### src/kwd_pkg.sv
package kwd_pkg;

    // Register byte offsets
    localparam logic [7:0] ADDR_WDT_CTRL    = 8'h00;
    localparam logic [7:0] ADDR_RST_CAUSE   = 8'h04;
    localparam logic [7:0] ADDR_CORE_STAT   = 8'h08;
    localparam logic [7:0] ADDR_CORE_CMD    = 8'h0c;
    localparam logic [7:0] ADDR_RSTPIN_FUNC = 8'h10;
    localparam logic [7:0] ADDR_IRQ_STATUS  = 8'h14;
    localparam logic [7:0] ADDR_IRQ_MASK    = 8'h18;

    // Control register fields and reset values
    localparam int         KEY_MSB          = 7;
    localparam int         KEY_LSB          = 3;
    localparam int         SEL_MSB          = 2;
    localparam logic [4:0] KEY_DISABLE      = 5'h15;
    localparam logic [4:0] KEY_ENABLE       = 5'h0a;
    localparam logic [7:0] WDT_CTRL_RESET   = 8'h53;
    localparam logic [7:0] RSTPIN_FUNC_IO   = 8'h55;
    localparam logic [7:0] RSTPIN_FUNC_PIN  = 8'haa;

    // Reset cause bit positions
    localparam int         KEYRST_BIT       = 0;

    // Core status bit positions
    localparam int         TIMEOUT_BIT      = 0;
    localparam int         PDOWN_BIT        = 1;

    // Command register bits: write one to issue
    localparam int         CMD_CLEAR_BIT    = 0;
    localparam int         CMD_HALT_BIT     = 1;
    localparam int         CMD_WAKE_BIT     = 2;

    // Interrupt event bits
    localparam int         EV_TIMEOUT       = 0;
    localparam int         EV_KEYRST        = 1;
    localparam int         EV_WAKE          = 2;
    localparam int         EV_WIDTH         = 3;

    // Timing
    localparam int         CLK_HZ           = 100_000_000;
    localparam int         SLOW_OSC_HZ      = 32_000;
    localparam int         SW_RESET_DELAY_US = 100;
    localparam int         SW_RESET_CYCLES  = SW_RESET_DELAY_US * (CLK_HZ / 1_000_000);
    localparam int         RESET_PULSE_CYCLES = 4;

    localparam logic [1:0] RESP_OKAY        = 2'b00;
    localparam logic [1:0] RESP_SLVERR      = 2'b10;

    typedef struct packed {
        logic resetReq;
        logic pcSpReset;
        logic wake;
    } kwd_core_req_t;

    typedef enum logic [2:0] {
        ST_RUN   = 3'b001,
        ST_DOWN  = 3'b010,
        ST_RESET = 3'b100
    } kwd_state_t;

endpackage

### src/kwd_keyed_watchdog_timer.sv
`timescale 1ns/10ps
module kwd_keyed_watchdog_timer #(
    parameter int SW_RESET_CYCLES = kwd_pkg::SW_RESET_CYCLES,
    parameter int OSC_HZ          = kwd_pkg::SLOW_OSC_HZ
) (
    input  wire logic        mclk,            // System clock, 100 MHz
    input  wire logic        rstn,            // Power-on reset, sync, active low
    input  wire logic        slowOscClock,    // Slow oscillator, asynchronous
    input  wire logic        extResetPinN,    // External reset pin, asynchronous
    input  wire logic [7:0]  s_axi_awaddr,    // Write address
    input  wire logic        s_axi_awvalid,   // Write address valid
    output logic             s_axi_awready,   // Write address ready
    input  wire logic [31:0] s_axi_wdata,     // Write data
    input  wire logic [3:0]  s_axi_wstrb,     // Write strobes
    input  wire logic        s_axi_wvalid,    // Write data valid
    output logic             s_axi_wready,    // Write data ready
    output logic [1:0]       s_axi_bresp,     // Write response
    output logic             s_axi_bvalid,    // Write response valid
    input  wire logic        s_axi_bready,    // Write response ready
    input  wire logic [7:0]  s_axi_araddr,    // Read address
    input  wire logic        s_axi_arvalid,   // Read address valid
    output logic             s_axi_arready,   // Read address ready
    output logic [31:0]      s_axi_rdata,     // Read data
    output logic [1:0]       s_axi_rresp,     // Read response
    output logic             s_axi_rvalid,    // Read data valid
    input  wire logic        s_axi_rready,    // Read data ready
    output kwd_pkg::kwd_core_req_t coreReq,   // Reset and wake requests to core
    output logic             irq              // Level interrupt
);

    // ==================================================
    // Input synchronisers
    logic [2:0] oscSync;
    logic [1:0] pinSync;
    logic       oscTick;
    logic       pinLow;

    always_ff @(posedge mclk) begin
        oscSync <= {oscSync[1:0], slowOscClock};
        pinSync <= {pinSync[0], extResetPinN};
    end

    assign oscTick = oscSync[1] & ~oscSync[2];
    assign pinLow  = ~pinSync[1];

    // ==================================================
    // Bus handshake
    logic wrFire;
    logic rdFire;
    logic wrSel;
    logic [31:0] wdata;

    assign s_axi_awready = s_axi_awvalid & s_axi_wvalid & ~s_axi_bvalid;
    assign s_axi_wready  = s_axi_awready;
    assign s_axi_arready = ~s_axi_rvalid;
    assign wrFire        = s_axi_awready;
    assign rdFire        = s_axi_arvalid & s_axi_arready;
    assign wdata         = s_axi_wdata;
    assign wrSel         = wrFire & s_axi_wstrb[0];

    function automatic logic hit(input logic [7:0] a, input logic [7:0] off);
        return a[7:2] == off[7:2];
    endfunction

    function automatic logic mapped(input logic [7:0] a);
        return a[7:2] <= kwd_pkg::ADDR_IRQ_MASK[7:2];
    endfunction

    // ==================================================
    // Watchdog state
    logic [7:0]           wdtCtrl,      next_wdtCtrl;
    logic [7:0]           rstPinFunc,   next_rstPinFunc;
    logic                 keyRstFlag,   next_keyRstFlag;
    logic                 timeoutFlag,  next_timeoutFlag;
    logic                 pdownFlag,    next_pdownFlag;
    logic [17:0]          wdtCount,     next_wdtCount;
    logic [31:0]          delayCount,   next_delayCount;
    logic [2:0]           pulseCount,   next_pulseCount;
    kwd_pkg::kwd_state_t  state,        next_state;
    kwd_pkg::kwd_core_req_t next_coreReq;
    logic [kwd_pkg::EV_WIDTH-1:0] irqStatus, next_irqStatus;
    logic [kwd_pkg::EV_WIDTH-1:0] irqMask,   next_irqMask;
    logic [31:0]          next_rdata;
    logic [1:0]           next_rresp;
    logic [1:0]           next_bresp;

    logic [4:0]  key;
    logic        keyValid;
    logic        enabled;
    logic [17:0] limit;
    logic        overflow;
    logic        cmdClear;
    logic        cmdHalt;
    logic        cmdWake;
    logic        pinReset;
    logic [kwd_pkg::EV_WIDTH-1:0] events;

    assign key      = wdtCtrl[kwd_pkg::KEY_MSB:kwd_pkg::KEY_LSB];
    assign enabled  = key == kwd_pkg::KEY_ENABLE;
    assign keyValid = enabled | (key == kwd_pkg::KEY_DISABLE);
    assign cmdClear = wrSel & hit(s_axi_awaddr, kwd_pkg::ADDR_CORE_CMD) & wdata[kwd_pkg::CMD_CLEAR_BIT];
    assign cmdHalt  = wrSel & hit(s_axi_awaddr, kwd_pkg::ADDR_CORE_CMD) & wdata[kwd_pkg::CMD_HALT_BIT];
    assign cmdWake  = wrSel & hit(s_axi_awaddr, kwd_pkg::ADDR_CORE_CMD) & wdata[kwd_pkg::CMD_WAKE_BIT];
    assign pinReset = pinLow & (rstPinFunc == kwd_pkg::RSTPIN_FUNC_PIN);

    // zero-based terminal count (period minus one) of the selected period
    always_comb begin
        unique case (wdtCtrl[kwd_pkg::SEL_MSB:0])
            3'h0:    limit = 18'h000ff;
            3'h1:    limit = 18'h003ff;
            3'h2:    limit = 18'h00fff;
            3'h3:    limit = 18'h03fff;
            3'h4:    limit = 18'h07fff;
            3'h5:    limit = 18'h0ffff;
            3'h6:    limit = 18'h1ffff;
            default: limit = 18'h3ffff;
        endcase
    end

    assign overflow = enabled & oscTick & (wdtCount == limit) & (state != kwd_pkg::ST_RESET);

    always_comb begin
        next_wdtCtrl     = wdtCtrl;
        next_rstPinFunc  = rstPinFunc;
        next_keyRstFlag  = keyRstFlag;
        next_timeoutFlag = timeoutFlag;
        next_pdownFlag   = pdownFlag;
        next_wdtCount    = wdtCount;
        next_delayCount  = delayCount;
        next_pulseCount  = pulseCount;
        next_state       = state;
        next_coreReq     = '0;
        next_irqMask     = irqMask;
        events           = '0;

        if (wrSel && hit(s_axi_awaddr, kwd_pkg::ADDR_WDT_CTRL)) begin
            next_wdtCtrl = wdata[7:0];
        end
        if (wrSel && hit(s_axi_awaddr, kwd_pkg::ADDR_RSTPIN_FUNC)) begin
            next_rstPinFunc = wdata[7:0];
        end
        if (wrSel && hit(s_axi_awaddr, kwd_pkg::ADDR_IRQ_MASK)) begin
            next_irqMask = wdata[kwd_pkg::EV_WIDTH-1:0];
        end
        if (wrSel && hit(s_axi_awaddr, kwd_pkg::ADDR_RST_CAUSE) && !wdata[kwd_pkg::KEYRST_BIT]) begin
            next_keyRstFlag = 1'b0;
        end

        // Counter: advance on slow ticks while enabled
        if (enabled && oscTick) begin
            next_wdtCount = wdtCount + 18'h1;
        end
        if (cmdClear) begin
            next_pdownFlag = 1'b0;
        end
        if (cmdHalt) begin
            next_pdownFlag   = 1'b1;
            next_timeoutFlag = 1'b0;
            next_state       = kwd_pkg::ST_DOWN;
        end
        if (cmdWake && state == kwd_pkg::ST_DOWN) begin
            next_state = kwd_pkg::ST_RUN;
        end

        // Invalid key: count up the software reset delay
        if (!keyValid) begin
            if (delayCount == 32'(SW_RESET_CYCLES - 1)) begin
                next_delayCount = '0;
                next_keyRstFlag = 1'b1;
                events[kwd_pkg::EV_KEYRST] = 1'b1;
                next_state      = kwd_pkg::ST_RESET;
                next_pulseCount = '0;
            end else begin
                next_delayCount = delayCount + 32'h1;
            end
        end else begin
            next_delayCount = '0;
        end

        if (overflow) begin
            next_timeoutFlag = 1'b1;
            events[kwd_pkg::EV_TIMEOUT] = 1'b1;
            if (state == kwd_pkg::ST_DOWN) begin
                next_coreReq.wake      = 1'b1;
                next_coreReq.pcSpReset = 1'b1;
                next_state             = kwd_pkg::ST_RUN;
                events[kwd_pkg::EV_WAKE] = 1'b1;
            end else begin
                next_state      = kwd_pkg::ST_RESET;
                next_pulseCount = '0;
            end
        end

        // Full reset from pin; wakes too if powered down
        if (pinReset) begin
            next_state      = kwd_pkg::ST_RESET;
            next_pulseCount = '0;
            if (state == kwd_pkg::ST_DOWN) begin
                next_coreReq.wake = 1'b1;
            end
        end

        if (state == kwd_pkg::ST_RESET) begin
            next_coreReq.resetReq = 1'b1;
            // Pulse length counts from the pin's release
            next_pulseCount = pinReset ? 3'h0 : pulseCount + 3'h1;
            if (pulseCount == 3'(kwd_pkg::RESET_PULSE_CYCLES - 1) && !pinReset) begin
                next_state       = kwd_pkg::ST_RUN;
                next_wdtCtrl     = kwd_pkg::WDT_CTRL_RESET;
                next_rstPinFunc  = kwd_pkg::RSTPIN_FUNC_IO;
                next_pdownFlag   = 1'b0;
            end
        end

        // Every clear restarts the full period
        if (!keyValid || cmdClear || cmdHalt || pinReset || overflow ||
            state == kwd_pkg::ST_RESET) begin
            next_wdtCount = '0;
        end
    end

    // ==================================================
    // Interrupt status: set wins over write-one clear
    always_comb begin
        next_irqStatus = irqStatus;
        if (wrSel && hit(s_axi_awaddr, kwd_pkg::ADDR_IRQ_STATUS)) begin
            next_irqStatus = irqStatus & ~wdata[kwd_pkg::EV_WIDTH-1:0];
        end
        next_irqStatus = next_irqStatus | events;
    end

    // ==================================================
    // Read data and responses
    always_comb begin
        next_rdata = '0;
        next_rresp = kwd_pkg::RESP_OKAY;
        if (hit(s_axi_araddr, kwd_pkg::ADDR_WDT_CTRL)) begin
            next_rdata[7:0] = wdtCtrl;
        end else if (hit(s_axi_araddr, kwd_pkg::ADDR_RST_CAUSE)) begin
            next_rdata[kwd_pkg::KEYRST_BIT] = keyRstFlag;
        end else if (hit(s_axi_araddr, kwd_pkg::ADDR_CORE_STAT)) begin
            next_rdata[kwd_pkg::TIMEOUT_BIT] = timeoutFlag;
            next_rdata[kwd_pkg::PDOWN_BIT]   = pdownFlag;
        end else if (hit(s_axi_araddr, kwd_pkg::ADDR_RSTPIN_FUNC)) begin
            next_rdata[7:0] = rstPinFunc;
        end else if (hit(s_axi_araddr, kwd_pkg::ADDR_IRQ_STATUS)) begin
            next_rdata[kwd_pkg::EV_WIDTH-1:0] = irqStatus;
        end else if (hit(s_axi_araddr, kwd_pkg::ADDR_IRQ_MASK)) begin
            next_rdata[kwd_pkg::EV_WIDTH-1:0] = irqMask;
        end else if (!mapped(s_axi_araddr)) begin
            next_rresp = kwd_pkg::RESP_SLVERR;
        end
        next_bresp = mapped(s_axi_awaddr) ? kwd_pkg::RESP_OKAY : kwd_pkg::RESP_SLVERR;
    end

    assign irq = |(irqStatus & irqMask);

    // ==================================================
    // Registers
    always_ff @(posedge mclk) begin
        if (!rstn) begin
            wdtCtrl      <= kwd_pkg::WDT_CTRL_RESET;
            rstPinFunc   <= kwd_pkg::RSTPIN_FUNC_IO;
            keyRstFlag   <= 1'b0;
            timeoutFlag  <= 1'b0;
            pdownFlag    <= 1'b0;
            wdtCount     <= '0;
            delayCount   <= '0;
            pulseCount   <= '0;
            state        <= kwd_pkg::ST_RUN;
            coreReq      <= '0;
            irqStatus    <= '0;
            irqMask      <= '0;
            s_axi_bvalid <= 1'b0;
            s_axi_bresp  <= kwd_pkg::RESP_OKAY;
            s_axi_rvalid <= 1'b0;
            s_axi_rdata  <= '0;
            s_axi_rresp  <= kwd_pkg::RESP_OKAY;
        end else begin
            wdtCtrl      <= next_wdtCtrl;
            rstPinFunc   <= next_rstPinFunc;
            keyRstFlag   <= next_keyRstFlag;
            timeoutFlag  <= next_timeoutFlag;
            pdownFlag    <= next_pdownFlag;
            wdtCount     <= next_wdtCount;
            delayCount   <= next_delayCount;
            pulseCount   <= next_pulseCount;
            state        <= next_state;
            coreReq      <= next_coreReq;
            irqStatus    <= next_irqStatus;
            irqMask      <= next_irqMask;
            if (wrFire) begin
                s_axi_bvalid <= 1'b1;
                s_axi_bresp  <= next_bresp;
            end else if (s_axi_bready) begin
                s_axi_bvalid <= 1'b0;
            end
            if (rdFire) begin
                s_axi_rvalid <= 1'b1;
                s_axi_rdata  <= next_rdata;
                s_axi_rresp  <= next_rresp;
            end else if (s_axi_rready) begin
                s_axi_rvalid <= 1'b0;
            end
        end
    end

endmodule

### config.mk
export PLATFORM = sky130hd
export DESIGN_NAME = kwd_keyed_watchdog_timer
export DESIGN_NICKNAME = d
export VERILOG_FILES = /design/src/kwd_pkg.sv /design/src/kwd_keyed_watchdog_timer.sv
export SDC_FILE = /design/constraint.sdc
export NUM_CORES = 1
export LEC_CHECK = 0
export BUFFER_PORTS_ARGS = -buffer_cell sky130_fd_sc_hd__buf_2
export CAP_MARGIN = 20
export CORE_AREA = 5 5 132 146
export CTS_BUF_LIST = sky130_fd_sc_hd__clkbuf_2 sky130_fd_sc_hd__clkbuf_4 sky130_fd_sc_hd__clkbuf_8
export CTS_CLUSTER_DIAMETER = 100
export DETAILED_ROUTE_END_ITERATION = 10
export DIE_AREA = 0 0 137 151
export PLACE_DENSITY_LB_ADDON = 0.1
export SYNTH_ARGS = -nofsm -noshare
export SYNTH_HDL_FRONTEND = slang
export SYNTH_SLANG_ARGS = --single-unit
### constraint.sdc
create_clock -name mclk -period 3.56 [get_ports mclk]
set_clock_uncertainty 0.05 [all_clocks]
set_input_delay 0.356 -clock mclk [delete_from_list [all_inputs] [get_ports mclk]]
set_output_delay 0.356 -clock mclk [all_outputs]
set_load 0.02 [all_outputs]
==> impl_metrics.prom, run 1 <==
# TYPE chip_impl_metric gauge
chip_impl_metric{name="numPlacedInstances",unit=""} 829
chip_impl_metric{name="post-route-period-util",unit=""} 0.683
chip_impl_metric{name="max-clock-path-buffers",unit=""} 2
chip_impl_metric{name="finalNetCount",unit=""} 669
chip_impl_metric{name="worst_skew_pair.late_latency",unit="ns"} 0.38
chip_impl_info{name="cts_tree",value="done"} 1
chip_impl_metric{name="die_area",unit="mm²"} 0.0207
chip_impl_metric{name="setup_tns",unit="ns"} 0
chip_impl_metric{name="cp.required",unit="ns"} 3.84
chip_impl_metric{name="synth_edf_count",unit=""} 0
chip_impl_metric{name="ctsHtreeMaxLevel",unit=""} 3
chip_impl_metric{name="dieWidth",unit="µm"} 137
chip_impl_metric{name="yosys.cell_types.count",unit=""} 68
chip_impl_metric{name="grt_pass1_wl",unit="mm"} 19.7
chip_impl_metric{name="routedWlPerCell",unit="µm"} 14.0
chip_impl_metric{name="cellPowerDensity",unit="mW/mm²"} 383
chip_impl_metric{name="cp_slowest_stage_delay",unit="ns"} 0.58
chip_impl_metric{name="max_slew.worst_pin.slew",unit="ns"} 0.878
chip_impl_metric{name="gr-total-overflow",unit=""} 0
chip_impl_metric{name="synthesis.area_per_instance",unit="µm²"} 8.88
chip_impl_metric{name="drv_cap",unit=""} 0
chip_impl_metric{name="via_count_of_the_first_global_routing_pass",unit=""} 3934
chip_impl_metric{name="worstPathArrival",unit="ns"} 2.71
chip_impl_metric{name="yosysWarningCount",unit=""} 0
chip_impl_metric{name="globalplace.congestion",unit=""} 0.769
chip_impl_metric{name="cts_repair_resize_count",unit=""} 0
chip_impl_info{name="worstSetupStartpointType",value="flip-flop"} 1
chip_impl_metric{name="worst_slew_margin_rel",unit=""} 0.410
chip_impl_metric{name="portion_of_the_post_synthesis_area_used_by_sequential_elements",unit=""} 0.404
chip_impl_metric{name="route.vias.total",unit=""} 3956
chip_impl_info{name="yosys-top-cells-count",value="dfxtp_1 (101), nor2_1 (54), nand2_1 (44)"} 1
chip_impl_metric{name="drive_gt1_frac",unit=""} 0.148
chip_impl_info{name="worstSetupPathType",value="flip-flop to flip-flop"} 1
chip_impl_metric{name="cts_num_sinks",unit=""} 101
chip_impl_metric{name="detail_routed_via_count_per_cell",unit=""} 4.67
chip_impl_metric{name="dpl.hpwl",unit="mm"} 8.73
chip_impl_info{name="status",value="finished clean"} 1
chip_impl_metric{name="floorplan_core_area",unit="mm²"} 0.0175
chip_impl_info{name="synthDominantAreaCellType",value="dfxtp_1"} 1
chip_impl_metric{name="port-buffer-count",unit=""} 48
chip_impl_metric{name="fp.dieH",unit="µm"} 151
chip_impl_info{name="worstSetupStartpoint",value="wdtCtrl[3]$_SDFF_PN0_"} 1
chip_impl_info{name="r2r_startpoint",value="wdtCtrl[3]$_SDFF_PN0_"} 1
chip_impl_info{name="clock_tree.root_cell",value="clkbuf_8"} 1
chip_impl_metric{name="synthDominantCellAreaShare",unit=""} 0.404
chip_impl_metric{name="whs_path_depth",unit=""} 2
chip_impl_metric{name="detailedRoute.firstPassIterationCount",unit=""} 4
chip_impl_metric{name="post_cts_setup_repair_buffer_count",unit=""} 0
chip_impl_metric{name="ctsHoldBuffers",unit=""} 2
chip_impl_info{name="rsz0062_at_grt",value="no"} 1
chip_impl_metric{name="grt_start_max_net_pins",unit=""} 33
chip_impl_info{name="slowest_stage",value="or4b_4"} 1
chip_impl_metric{name="fill_cells",unit=""} 1871
chip_impl_metric{name="p_leak",unit="nW"} 2.16
chip_impl_info{name="path_delay_family",value="simple AND/OR/NAND/NOR gates"} 1
chip_impl_metric{name="drt_drc_violations_left",unit=""} 0
chip_impl_metric{name="setup-violations-final",unit=""} 0
chip_impl_info{name="worstPathCellList",value="or4b_4 -> nor3_1 -> o2111a_1 -> and2_4 -> o221a_2"} 1
chip_impl_metric{name="grt_antenna_before_repair",unit=""} 0
chip_impl_metric{name="maxClockFrequency",unit="MHz"} 411
chip_impl_metric{name="cts_inserted_buffers",unit=""} 9
chip_impl_metric{name="slew_viol_final",unit=""} 0
chip_impl_metric{name="rr_worst_depth",unit=""} 5
chip_impl_info{name="synth_top_flop_cell",value="dfxtp_1"} 1
chip_impl_metric{name="hold_viol_final",unit=""} 0
chip_impl_metric{name="i_o_pins",unit=""} 106
chip_impl_info{name="synth.most_common_cell",value="dfxtp_1"} 1
chip_impl_metric{name="synthCells",unit=""} 563
chip_impl_metric{name="initial_utilization",unit=""} 0.285
chip_impl_metric{name="critPathBufInv",unit=""} 0
chip_impl_metric{name="area_delta_synth_final",unit="%"} 12.6
chip_impl_metric{name="ys_ff_latch",unit=""} 101
chip_impl_metric{name="mappedNetlistArea",unit="mm²"} 0.00500
chip_impl_info{name="yosys-top-cells-area",value="dfxtp_1 (40%), mux2i_1 (4.6%), xor2_1 (4.6%)"} 1
chip_impl_metric{name="number_of_antenna_violating_nets_in_the_routed_design",unit=""} 0
chip_impl_metric{name="critical_path_depth",unit=""} 5
chip_impl_metric{name="clk_pin_slew",unit="ns"} 0.10
chip_impl_metric{name="num_rows",unit=""} 51
chip_impl_metric{name="worst-path-max-fanout",unit=""} 22
chip_impl_metric{name="drtIter0Drc",unit=""} 183
chip_impl_metric{name="ir_drop",unit="V"} 0.000212
chip_impl_metric{name="layoutNonFillerInstCount",unit=""} 847
chip_impl_metric{name="worst-r2r-setup-slack",unit="ns"} 1.13
chip_impl_info{name="hold_start",value="s_axi_arvalid"} 1
chip_impl_metric{name="total_wire_length_after_detailed_routing",unit="mm"} 11.9
chip_impl_metric{name="postSynth.asyncResetShare",unit=""} 0
chip_impl_info{name="timing.critical_path.to_type",value="flip-flop"} 1
chip_impl_metric{name="global_route_usage_over_all_layers",unit=""} 0.119
chip_impl_info{name="hold_path.class",value="primary input to flip-flop"} 1
chip_impl_metric{name="period_needed",unit="ns"} 2.43
-- layout make-up --
class	instances	area, µm²	share of cell area
diodes	1	2.50	0.000445
clock buffers	10	138	0.0245
clock inverters	5	106	0.0189
inverters	18	67.6	0.0120
multi-input cells	420	2700	0.480
flip-flops and latches	101	2020	0.359
well taps	238	298	0.0529
repair buffers	54	290	0.0516
-- state kept, by name (all words and copies together), names as in the netlist, 2 cells and up --
name         cells
delayCount      32
wdtCount        18
rstPinFunc       8
s_axi_rdata      8
wdtCtrl          8
coreReq          3
irqMask          3
irqStatus        3
oscSync          3
pulseCount       3
state            3
pinSync          2
-- metrics by stage --
stage	hold WS [ns]	instance area, µm²	setup slack, ns	power, mW	utilization
final	0.161	5630	1.13	2.16	0.321
after global routing	0.138	5630	0.987	2.26	0.321
after CTS	0.132	5630	1.09	2.20	0.321
after detailed placement	0.263	5360	1.05	1.29	0.306
after global placement	0.263	5360	1.07	1.29	0.306
after floorplan	0.260	5090	1.50	1.27	-
-- power breakdown --
group | total (mW) | internal (mW) | switching (mW) | leakage [nW]
sequential | 1.14 | 1.14 | 0.00565 | 0.817
combinational | 0.117 | 0.0362 | 0.0810 | 1.23
clock | 0.895 | 0.485 | 0.411 | 0.119
total | 2.16 | 1.66 | 0.497 | 2.16
-- routing by layer --
metal  global-route usage  wire length, µm
met5                    0                0
met4               0.0284              146
met3               0.0395              571
met2                0.205             5820
met1                0.144             5350
-- logic make-up after synthesis --
logic type,count (synthesis),synth area share
simple gates,253,0.286
flops,101,0.404
compound gates,67,0.0938
buf+inv,67,0.0736
xor+xnor,45,0.0788
mux,25,0.0528
fa+ha+maj,4,0.0100
other cells,1,0.000750
-- worst paths after layout --
path	endpoint
worst max-delay path	state[2]$_SDFF_PN0_
worst min-delay path	s_axi_rvalid$_SDFFE_PN0P_
worst max register to register	state[2]$_SDFF_PN0_
worst min register to register	pinSync[1]$_DFF_P_
-- cells in the final DEF (no fill, tap or decap), types with 10 or more instances in the layout --
cell and instances:
nor4_1 10, nor3_1 22, xnor2_1 19, conb_1 26, buf_2 48, inv_1 18, a21oi_1 10, dfxtp_1 101
xor2_1 26, nand2_1 44, nor2_1 54, clkbuf_8 10, o21ai_0 16, nand4_1 19, and2_1 10, mux2i_1 23
nand3_1 24
-- worst reg2reg max path, cell delays in order, from the launching register on --
cell	delay, ns
dfxtp_1	0.37
or4b_4	0.58
nor3_1	0.47
o2111a_1	0.33
and2_4	0.35
o221a_2	0.23
Note: power is estimated with default switching activity, not from simulation.
==> run 2: changes to the inputs <==
==> constraint.sdc (replaced) <==
create_clock -name mclk -period 2.2 [get_ports mclk]
set_clock_uncertainty 0.05 [all_clocks]
set_input_delay 0.22 -clock mclk [delete_from_list [all_inputs] [get_ports mclk]]
set_output_delay 0.22 -clock mclk [all_outputs]
set_load 0.02 [all_outputs]
==> impl_metrics.prom, run 2 (same netlist as run 1, synthesis figures left out) <==
# TYPE chip_impl_metric gauge
chip_impl_metric{name="route.vias.total",unit=""} 4067
chip_impl_metric{name="globalplace.congestion",unit=""} 0.768
chip_impl_metric{name="clk_pin_slew",unit="ns"} 0.10
chip_impl_metric{name="total_wire_length_after_detailed_routing",unit="mm"} 12.2
chip_impl_metric{name="setup-violations-final",unit=""} 0
chip_impl_metric{name="global_route_usage_over_all_layers",unit=""} 0.122
chip_impl_metric{name="netSwitchingPower",unit="µW"} 847
chip_impl_metric{name="floorplan_core_area",unit="mm²"} 0.0175
chip_impl_metric{name="finalNetCount",unit=""} 693
chip_impl_info{name="hold_path.class",value="primary input to flip-flop"} 1
chip_impl_metric{name="worstPathArrival",unit="ns"} 2.27
chip_impl_metric{name="initial_utilization",unit=""} 0.285
chip_impl_metric{name="die_area",unit="mm²"} 0.0207
chip_impl_metric{name="maxClockFrequency",unit="MHz"} 490
chip_impl_info{name="worstSetupPathType",value="flip-flop to flip-flop"} 1
chip_impl_metric{name="num_rows",unit=""} 51
chip_impl_metric{name="area_delta_synth_final",unit="%"} 16.4
chip_impl_info{name="top_register",value="delayCount"} 1
chip_impl_info{name="layout_top_registers",value="delayCount x32, wdtCount x18"} 1
chip_impl_metric{name="port-buffer-count",unit=""} 48
chip_impl_metric{name="seq_power_share",unit=""} 0.561
chip_impl_metric{name="detail_routed_via_count_per_cell",unit=""} 4.67
chip_impl_info{name="cts_tree",value="done"} 1
chip_impl_metric{name="post_cts_setup_repair_buffer_count",unit=""} 0
chip_impl_metric{name="clockPowerShare",unit=""} 0.377
chip_impl_metric{name="worst_slew_margin_rel",unit=""} 0.646
chip_impl_metric{name="cts_num_sinks",unit=""} 101
chip_impl_metric{name="grt_start_max_net_pins",unit=""} 33
chip_impl_metric{name="switching_share",unit=""} 0.257
chip_impl_metric{name="cellPowerDensity",unit="mW/mm²"} 567
chip_impl_info{name="most_frequent_cells_in_the_layout",value="dfxtp_1 (100), nor2_1 (54), buf_2 (48), nand2_1 (44)"} 1
chip_impl_info{name="clock_tree.root_cell",value="clkbuf_8"} 1
chip_impl_metric{name="finalHoldWorstSlack",unit="ns"} 0.0360
chip_impl_metric{name="cts_inserted_buffers",unit=""} 9
chip_impl_metric{name="drt_drc_violations_left",unit=""} 0
chip_impl_metric{name="antenna-diode-count",unit=""} 0
chip_impl_metric{name="dieWidth",unit="µm"} 137
chip_impl_metric{name="max_slew.worst_pin.slew",unit="ns"} 0.531
chip_impl_metric{name="number_of_antenna_violating_nets_in_the_routed_design",unit=""} 0
chip_impl_info{name="mostFrequentLayoutCell",value="dfxtp_1"} 1
chip_impl_metric{name="drive_gt1_frac",unit=""} 0.186
chip_impl_metric{name="ctsHtreeMaxLevel",unit=""} 3
chip_impl_metric{name="gr-total-overflow",unit=""} 0
chip_impl_info{name="worstSetupStartpointType",value="flip-flop"} 1
chip_impl_metric{name="cp.required",unit="ns"} 2.43
chip_impl_metric{name="p_leak",unit="nW"} 2.29
chip_impl_metric{name="setup_tns",unit="ns"} 0
chip_impl_metric{name="i_o_pins",unit=""} 106
chip_impl_metric{name="grt_pass1_wl",unit="mm"} 20.2
chip_impl_metric{name="dpl.hpwl",unit="mm"} 9.28
chip_impl_info{name="rsz0062_at_grt",value="no"} 1
chip_impl_metric{name="routedWlPerCell",unit="µm"} 14.0
chip_impl_metric{name="max-clock-path-buffers",unit=""} 2
chip_impl_metric{name="power.total",unit="mW"} 3.30
chip_impl_metric{name="hold_viol_final",unit=""} 0
chip_impl_metric{name="drtIter0Drc",unit=""} 159
chip_impl_metric{name="detailedRoute.firstPassIterationCount",unit=""} 4
chip_impl_metric{name="drv_cap",unit=""} 0
chip_impl_metric{name="ir_drop",unit="V"} 0.000309
chip_impl_metric{name="grt_antenna_before_repair",unit=""} 0
chip_impl_info{name="timing.critical_path.to_type",value="flip-flop"} 1
chip_impl_metric{name="p_int",unit="mW"} 2.45
chip_impl_metric{name="comb_power_share",unit=""} 0.062
chip_impl_metric{name="slew_viol_final",unit=""} 0
chip_impl_metric{name="period_needed",unit="ns"} 2.04
chip_impl_metric{name="worst-path-max-fanout",unit=""} 13
chip_impl_metric{name="worst_skew_pair.late_latency",unit="ns"} 0.38
chip_impl_metric{name="post-route-period-util",unit=""} 0.928
chip_impl_metric{name="via_count_of_the_first_global_routing_pass",unit=""} 4219
chip_impl_info{name="status",value="finished clean"} 1
chip_impl_metric{name="fp.dieH",unit="µm"} 151
chip_impl_metric{name="largest_register_ff_count",unit=""} 32
-- run 2: changes by cell type in the layout (fill, tap and decap cells not counted), moves of 2 or more --
cell	previous run	this run
buf_4	4	24
buf_12	0	3
inv_6	1	4
bufinv_16	3	1
-- run 2: repair_timing --
action,in CTS,in global routing
setup endpoints to repair,0,23
resized for setup,0,4
hold endpoints to repair,3,0
hold buffers,3,0
-- run 2: worst max-delay path, stage by stage (launching register included) --
cell	delay, ns
dfxtp_1	0.46
or3b_2	0.50
a21oi_1	0.21
o2111a_1	0.30
nand3_1	0.15
o221a_2	0.29
-- run 2: stage by stage --
| step | cells | util | setup slack, ns | instance area (µm²) |
|---|---|---|---|---|
| global route | 871 | 0.332 | 0.0268 | 5820 |
| finish | 871 | 0.332 | 0.158 | 5820 |
| CTS | 871 | 0.331 | 0.0372 | 5800 |
| detailed placement | 852 | 0.318 | 0.0706 | 5570 |
| global placement | 852 | 0.318 | 0.0514 | 5570 |
| floorplan | 588 | - | 0.207 | 5090 |
-- run 2: metal layers --
metal / up-vias / GRT usage / wire (µm)
met5: - / 0 / 0
met4: 0 / 0.0334 / 199
met3: 13 / 0.0359 / 541
met2: 65 / 0.221 / 6190
met1: 1909 / 0.139 / 5300
li1: 2080 / - / -
-- run 2: area by class of cell --
| cell class | count | area, µm² |
|---|---|---|
| Fill cell | 1869 | 11700 |
| Multi-Input combinational cell | 420 | 2720 |
| Sequential cell | 101 | 2020 |
| Timing Repair Buffer | 78 | 510 |
| Tap cell | 238 | 298 |
| Clock buffer | 9 | 124 |
| Clock inverter | 7 | 78.8 |
| Inverter | 18 | 67.6 |
-- run 2: final timing paths --
check,start,endpoint,slack [ns],cells after the start
worst min-delay path,s_axi_arvalid,s_axi_rvalid$_SDFFE_PN0P_,0.04,2
worst min register to register,pinSync[0]$_DFF_P_,pinSync[1]$_DFF_P_,0.29,0
worst max-delay path,wdtCtrl[1]$_SDFF_PN1_,state[2]$_SDFF_PN0_,0.16,5
worst max register to register,wdtCtrl[1]$_SDFF_PN1_,state[2]$_SDFF_PN0_,0.16,5
-- run 2: power groups by stage --
stage / clock [mW] / sequential (mW) / combinational (mW)
2_1_floorplan: 0 / 1.90 / 0.155
3_3_place_gp: 0 / 1.89 / 0.201
3_5_place_dp: 0 / 1.89 / 0.202
4_1_cts: 1.32 / 1.85 / 0.207
5_1_grt: 1.39 / 1.85 / 0.225
6_report: 1.25 / 1.85 / 0.206
==> run 3: changes to the inputs <==
--- a/config.mk
+++ b/config.mk
@@ -5,13 +5,14 @@
 export SDC_FILE = /design/constraint.sdc
 export NUM_CORES = 1
 export LEC_CHECK = 0
+export ABC_AREA = 1
 export BUFFER_PORTS_ARGS = -buffer_cell sky130_fd_sc_hd__buf_2
 export CAP_MARGIN = 20
-export CORE_AREA = 5 5 132 146
+export CORE_AREA = 5 5 139 154
 export CTS_BUF_LIST = sky130_fd_sc_hd__clkbuf_2 sky130_fd_sc_hd__clkbuf_4 sky130_fd_sc_hd__clkbuf_8
 export CTS_CLUSTER_DIAMETER = 100
 export DETAILED_ROUTE_END_ITERATION = 10
-export DIE_AREA = 0 0 137 151
+export DIE_AREA = 0 0 144 159
 export PLACE_DENSITY_LB_ADDON = 0.1
 export SYNTH_ARGS = -nofsm -noshare
 export SYNTH_HDL_FRONTEND = slang
==> impl_metrics.prom, run 3 <==
# TYPE chip_impl_metric gauge
chip_impl_metric{name="post_cts_setup_repair_buffer_count",unit=""} 0
chip_impl_info{name="top_register",value="delayCount"} 1
chip_impl_metric{name="ys_ff_latch",unit=""} 101
chip_impl_info{name="status",value="finished clean"} 1
chip_impl_metric{name="cts_repair_resize_count",unit=""} 0
chip_impl_info{name="yosys-top-cells-count",value="nand2_1 (162), inv_1 (118), dfxtp_1 (101)"} 1
chip_impl_metric{name="period_needed",unit="ns"} 1.96
chip_impl_info{name="synth.most_common_cell",value="nand2_1"} 1
chip_impl_info{name="hold_start",value="s_axi_araddr[4]"} 1
chip_impl_metric{name="detailedRoute.firstPassIterationCount",unit=""} 5
chip_impl_metric{name="synth_simple_gate_area_frac",unit=""} 0.329
chip_impl_info{name="timing.critical_path.to_type",value="flip-flop"} 1
chip_impl_metric{name="grt_start_max_net_pins",unit=""} 19
chip_impl_metric{name="grt_antenna_before_repair",unit=""} 0
chip_impl_info{name="synthDominantAreaCellType",value="dfxtp_1"} 1
chip_impl_metric{name="die_area",unit="mm²"} 0.0229
chip_impl_metric{name="setup-violations-final",unit=""} 0
chip_impl_metric{name="synthDominantCellAreaShare",unit=""} 0.361
chip_impl_metric{name="grt_pass1_wl",unit="mm"} 24.2
chip_impl_metric{name="drv_cap",unit=""} 0
chip_impl_metric{name="max-clock-path-buffers",unit=""} 2
chip_impl_metric{name="ctsHtreeMaxLevel",unit=""} 3
chip_impl_metric{name="synth_edf_count",unit=""} 0
chip_impl_info{name="slowest_stage",value="dfxtp_1"} 1
chip_impl_metric{name="cellPowerDensity",unit="mW/mm²"} 539
chip_impl_metric{name="route.vias.total",unit=""} 4901
chip_impl_info{name="synth_top_family_by_area",value="simple AND/OR/NAND/NOR gates"} 1
chip_impl_info{name="mostFrequentLayoutCell",value="nand2_1"} 1
chip_impl_metric{name="synthesis.area_per_instance",unit="µm²"} 6.97
chip_impl_metric{name="maxClockFrequency",unit="MHz"} 510
chip_impl_metric{name="post_synth_fa_ha_maj_area_fraction",unit=""} 0.00893
chip_impl_info{name="worstSetupPathType",value="flip-flop to flip-flop"} 1
chip_impl_metric{name="port-buffer-count",unit=""} 48
chip_impl_metric{name="yosysWarningCount",unit=""} 0
chip_impl_metric{name="globalplace.congestion",unit=""} 0.804
chip_impl_metric{name="dieWidth",unit="µm"} 144
chip_impl_metric{name="floorplan_core_area",unit="mm²"} 0.0197
chip_impl_info{name="yosys-top-cells-area",value="dfxtp_1 (36%), nand2_1 (11%), inv_1 (7.9%)"} 1
chip_impl_metric{name="p_leak",unit="nW"} 2.70
chip_impl_metric{name="dpl_cell_area",unit="mm²"} 0.00605
chip_impl_metric{name="i_o_pins",unit=""} 106
chip_impl_metric{name="worst_skew_pair.late_latency",unit="ns"} 0.39
chip_impl_metric{name="dpl.hpwl",unit="mm"} 11.6
chip_impl_metric{name="post-route-period-util",unit=""} 0.892
chip_impl_metric{name="synthCells",unit=""} 804
chip_impl_metric{name="worstPathArrival",unit="ns"} 2.18
chip_impl_metric{name="gr-total-overflow",unit=""} 0
chip_impl_info{name="cts_tree",value="done"} 1
chip_impl_metric{name="via_count_of_the_first_global_routing_pass",unit=""} 4834
chip_impl_metric{name="layoutNonFillerInstCount",unit=""} 1123
chip_impl_metric{name="area_delta_synth_final",unit="%"} 12.3
chip_impl_metric{name="hold_viol_final",unit=""} 0
chip_impl_metric{name="total_wire_length_after_detailed_routing",unit="mm"} 14.8
chip_impl_info{name="clock_tree.root_cell",value="clkbuf_8"} 1
chip_impl_info{name="most_frequent_cells_in_the_layout",value="nand2_1 (162), inv_1 (118), dfxtp_1 (101), nor2_1 (93), a21oi_1 (51)"} 1
chip_impl_metric{name="cts_num_sinks",unit=""} 101
chip_impl_metric{name="fill_cells",unit=""} 2170
chip_impl_metric{name="finalHoldWorstSlack",unit="ns"} 0.0656
chip_impl_metric{name="synth_compound_area_frac",unit=""} 0.115
chip_impl_metric{name="worst-path-max-fanout",unit=""} 18
chip_impl_metric{name="slew_viol_final",unit=""} 0
chip_impl_metric{name="cp.required",unit="ns"} 2.42
chip_impl_metric{name="number_of_antenna_violating_nets_in_the_routed_design",unit=""} 0
chip_impl_metric{name="finalNetCount",unit=""} 931
chip_impl_metric{name="power.total",unit="mW"} 3.39
chip_impl_info{name="hold_path.class",value="primary input to flip-flop"} 1
chip_impl_metric{name="portion_of_the_post_synthesis_area_used_by_sequential_elements",unit=""} 0.361
chip_impl_info{name="r2r_end",value="wdtCount[4]$_SDFFE_PP0P_"} 1
chip_impl_metric{name="yosys.cell_types.count",unit=""} 47
chip_impl_metric{name="cts_inserted_buffers",unit=""} 9
chip_impl_metric{name="num_rows",unit=""} 54
chip_impl_metric{name="global_route_usage_over_all_layers",unit=""} 0.131
chip_impl_metric{name="cp_slowest_stage_delay",unit="ns"} 0.40
chip_impl_metric{name="initial_utilization",unit=""} 0.285
chip_impl_info{name="worstSetupStartpointType",value="flip-flop"} 1
chip_impl_info{name="layout_top_registers",value="delayCount x32, wdtCount x18"} 1
chip_impl_metric{name="routedWlPerCell",unit="µm"} 13.2
chip_impl_metric{name="worst-r2r-setup-slack",unit="ns"} 0.24
chip_impl_metric{name="ir_drop",unit="V"} 0.000278
chip_impl_info{name="rsz0062_at_grt",value="no"} 1
chip_impl_metric{name="drt_drc_violations_left",unit=""} 0
chip_impl_metric{name="detail_routed_via_count_per_cell",unit=""} 4.36
chip_impl_info{name="r2r_startpoint",value="wdtCount[1]$_SDFFE_PP0P_"} 1
chip_impl_metric{name="largest_register_ff_count",unit=""} 32
chip_impl_metric{name="drtIter0Drc",unit=""} 189
chip_impl_metric{name="antenna-diode-count",unit=""} 0
chip_impl_metric{name="layout.cell_area.non_filler",unit="mm²"} 0.00629
chip_impl_info{name="worstPathCellList",value="ha_1 -> inv_1 -> nor2_2 -> nand3_1 -> nor2_2 -> nand3_4 -> nand3_4 -> a21oi_1"} 1
chip_impl_metric{name="mappedNetlistArea",unit="mm²"} 0.00560
chip_impl_metric{name="whs_path_depth",unit=""} 3
chip_impl_info{name="synth_top_flop_cell",value="dfxtp_1"} 1
chip_impl_metric{name="rr_worst_depth",unit=""} 8
chip_impl_metric{name="numPlacedInstances",unit=""} 1103
chip_impl_metric{name="postSynth.asyncResetShare",unit=""} 0
chip_impl_metric{name="yosys-mux-area-fraction",unit=""} 0
chip_impl_metric{name="fp.dieH",unit="µm"} 159
chip_impl_metric{name="drive_gt1_frac",unit=""} 0.157
chip_impl_metric{name="synth-xor-area-share",unit=""} 0.0485
chip_impl_metric{name="clk_pin_slew",unit="ns"} 0.10
chip_impl_info{name="worst_hold_path.endpoint",value="s_axi_rresp[1]$_SDFFE_PN0P_"} 1
chip_impl_metric{name="setup_tns",unit="ns"} 0
-- run 3: cell type report --
type,count,area (µm²),share of cell area
clock inverter,7,82.6,0.0131
sequential,101,2020,0.321
tap,252,315,0.0501
multi-input combinational,564,2910,0.463
inverter,128,483,0.0767
timing repair buffer,62,355,0.0565
clock buffer,9,124,0.0197
-- run 3: critical path, delay by kind of cell, from the launching register on --
kind | cells | cell delay, ns
and+or+nand+nor | 5 | 1.03
buffers and inverters | 1 | 0.07
DFF | 1 | 0.40
adders and majority gates | 1 | 0.20
AOI/OAI and AO/OA | 1 | 0.07
-- run 3: cell families after synthesis --
group                      after synthesis
and+or+nand+nor                        393
buffers and inverters                  164
AOI/OAI and AO/OA                      110
DFF                                    101
xor gates and xnor gates                31
adders and majority gates                4
other                                    1
-- run 3: worst max-delay path by stage --
stage                             startpoint                   endpoint  slack [ns]  depth (start not counted)
finish              wdtCount[1]$_SDFFE_PP0P_   wdtCount[4]$_SDFFE_PP0P_        0.24                          8
global route        wdtCount[1]$_SDFFE_PP0P_   wdtCount[8]$_SDFFE_PP0P_        0.02                          8
CTS                 wdtCount[1]$_SDFFE_PP0P_   wdtCount[4]$_SDFFE_PP0P_        0.20                          8
detailed placement  wdtCount[1]$_SDFFE_PP0P_   wdtCount[7]$_SDFFE_PP0P_        0.22                          8
global placement    wdtCount[1]$_SDFFE_PP0P_   wdtCount[9]$_SDFFE_PP0P_        0.26                          8
floorplan           wdtCount[0]$_SDFFE_PP0P_  wdtCount[16]$_SDFFE_PP0P_        0.51                          9
-- run 3: what timing repair did --
action,CTS,global route
hold buffers,4,0
hold endpoints to repair,5,0
setup endpoints to repair,0,0
-- run 3: power breakdown --
part | total, mW | internal [mW] | leakage [nW] | switching (mW)
logic | 0.255 | 0.0750 | 1.79 | 0.180
clock network | 1.28 | 0.542 | 0.0915 | 0.736
registers | 1.86 | 1.85 | 0.818 | 0.0112
total | 3.39 | 2.47 | 2.70 | 0.928
-- run 3: through the flow --
step	util	setup slack, ns
after detailed placement	0.308	0.219
after global routing	0.320	0.0231
after floorplan	-	0.507
final	0.320	0.237
after global placement	0.308	0.258
after CTS	0.320	0.202
-- run 3: metal layers --
| metal | global-route usage | routed length, µm | vias to the layer above |
|---|---|---|---|
| met1 | 0.154 | 6580 | 2196 |
| met5 | 0 | 0 | - |
| met3 | 0.0291 | 376 | 13 |
| met2 | 0.239 | 7690 | 58 |
| met4 | 0.0287 | 178 | 0 |
| li1 | - | - | 2634 |
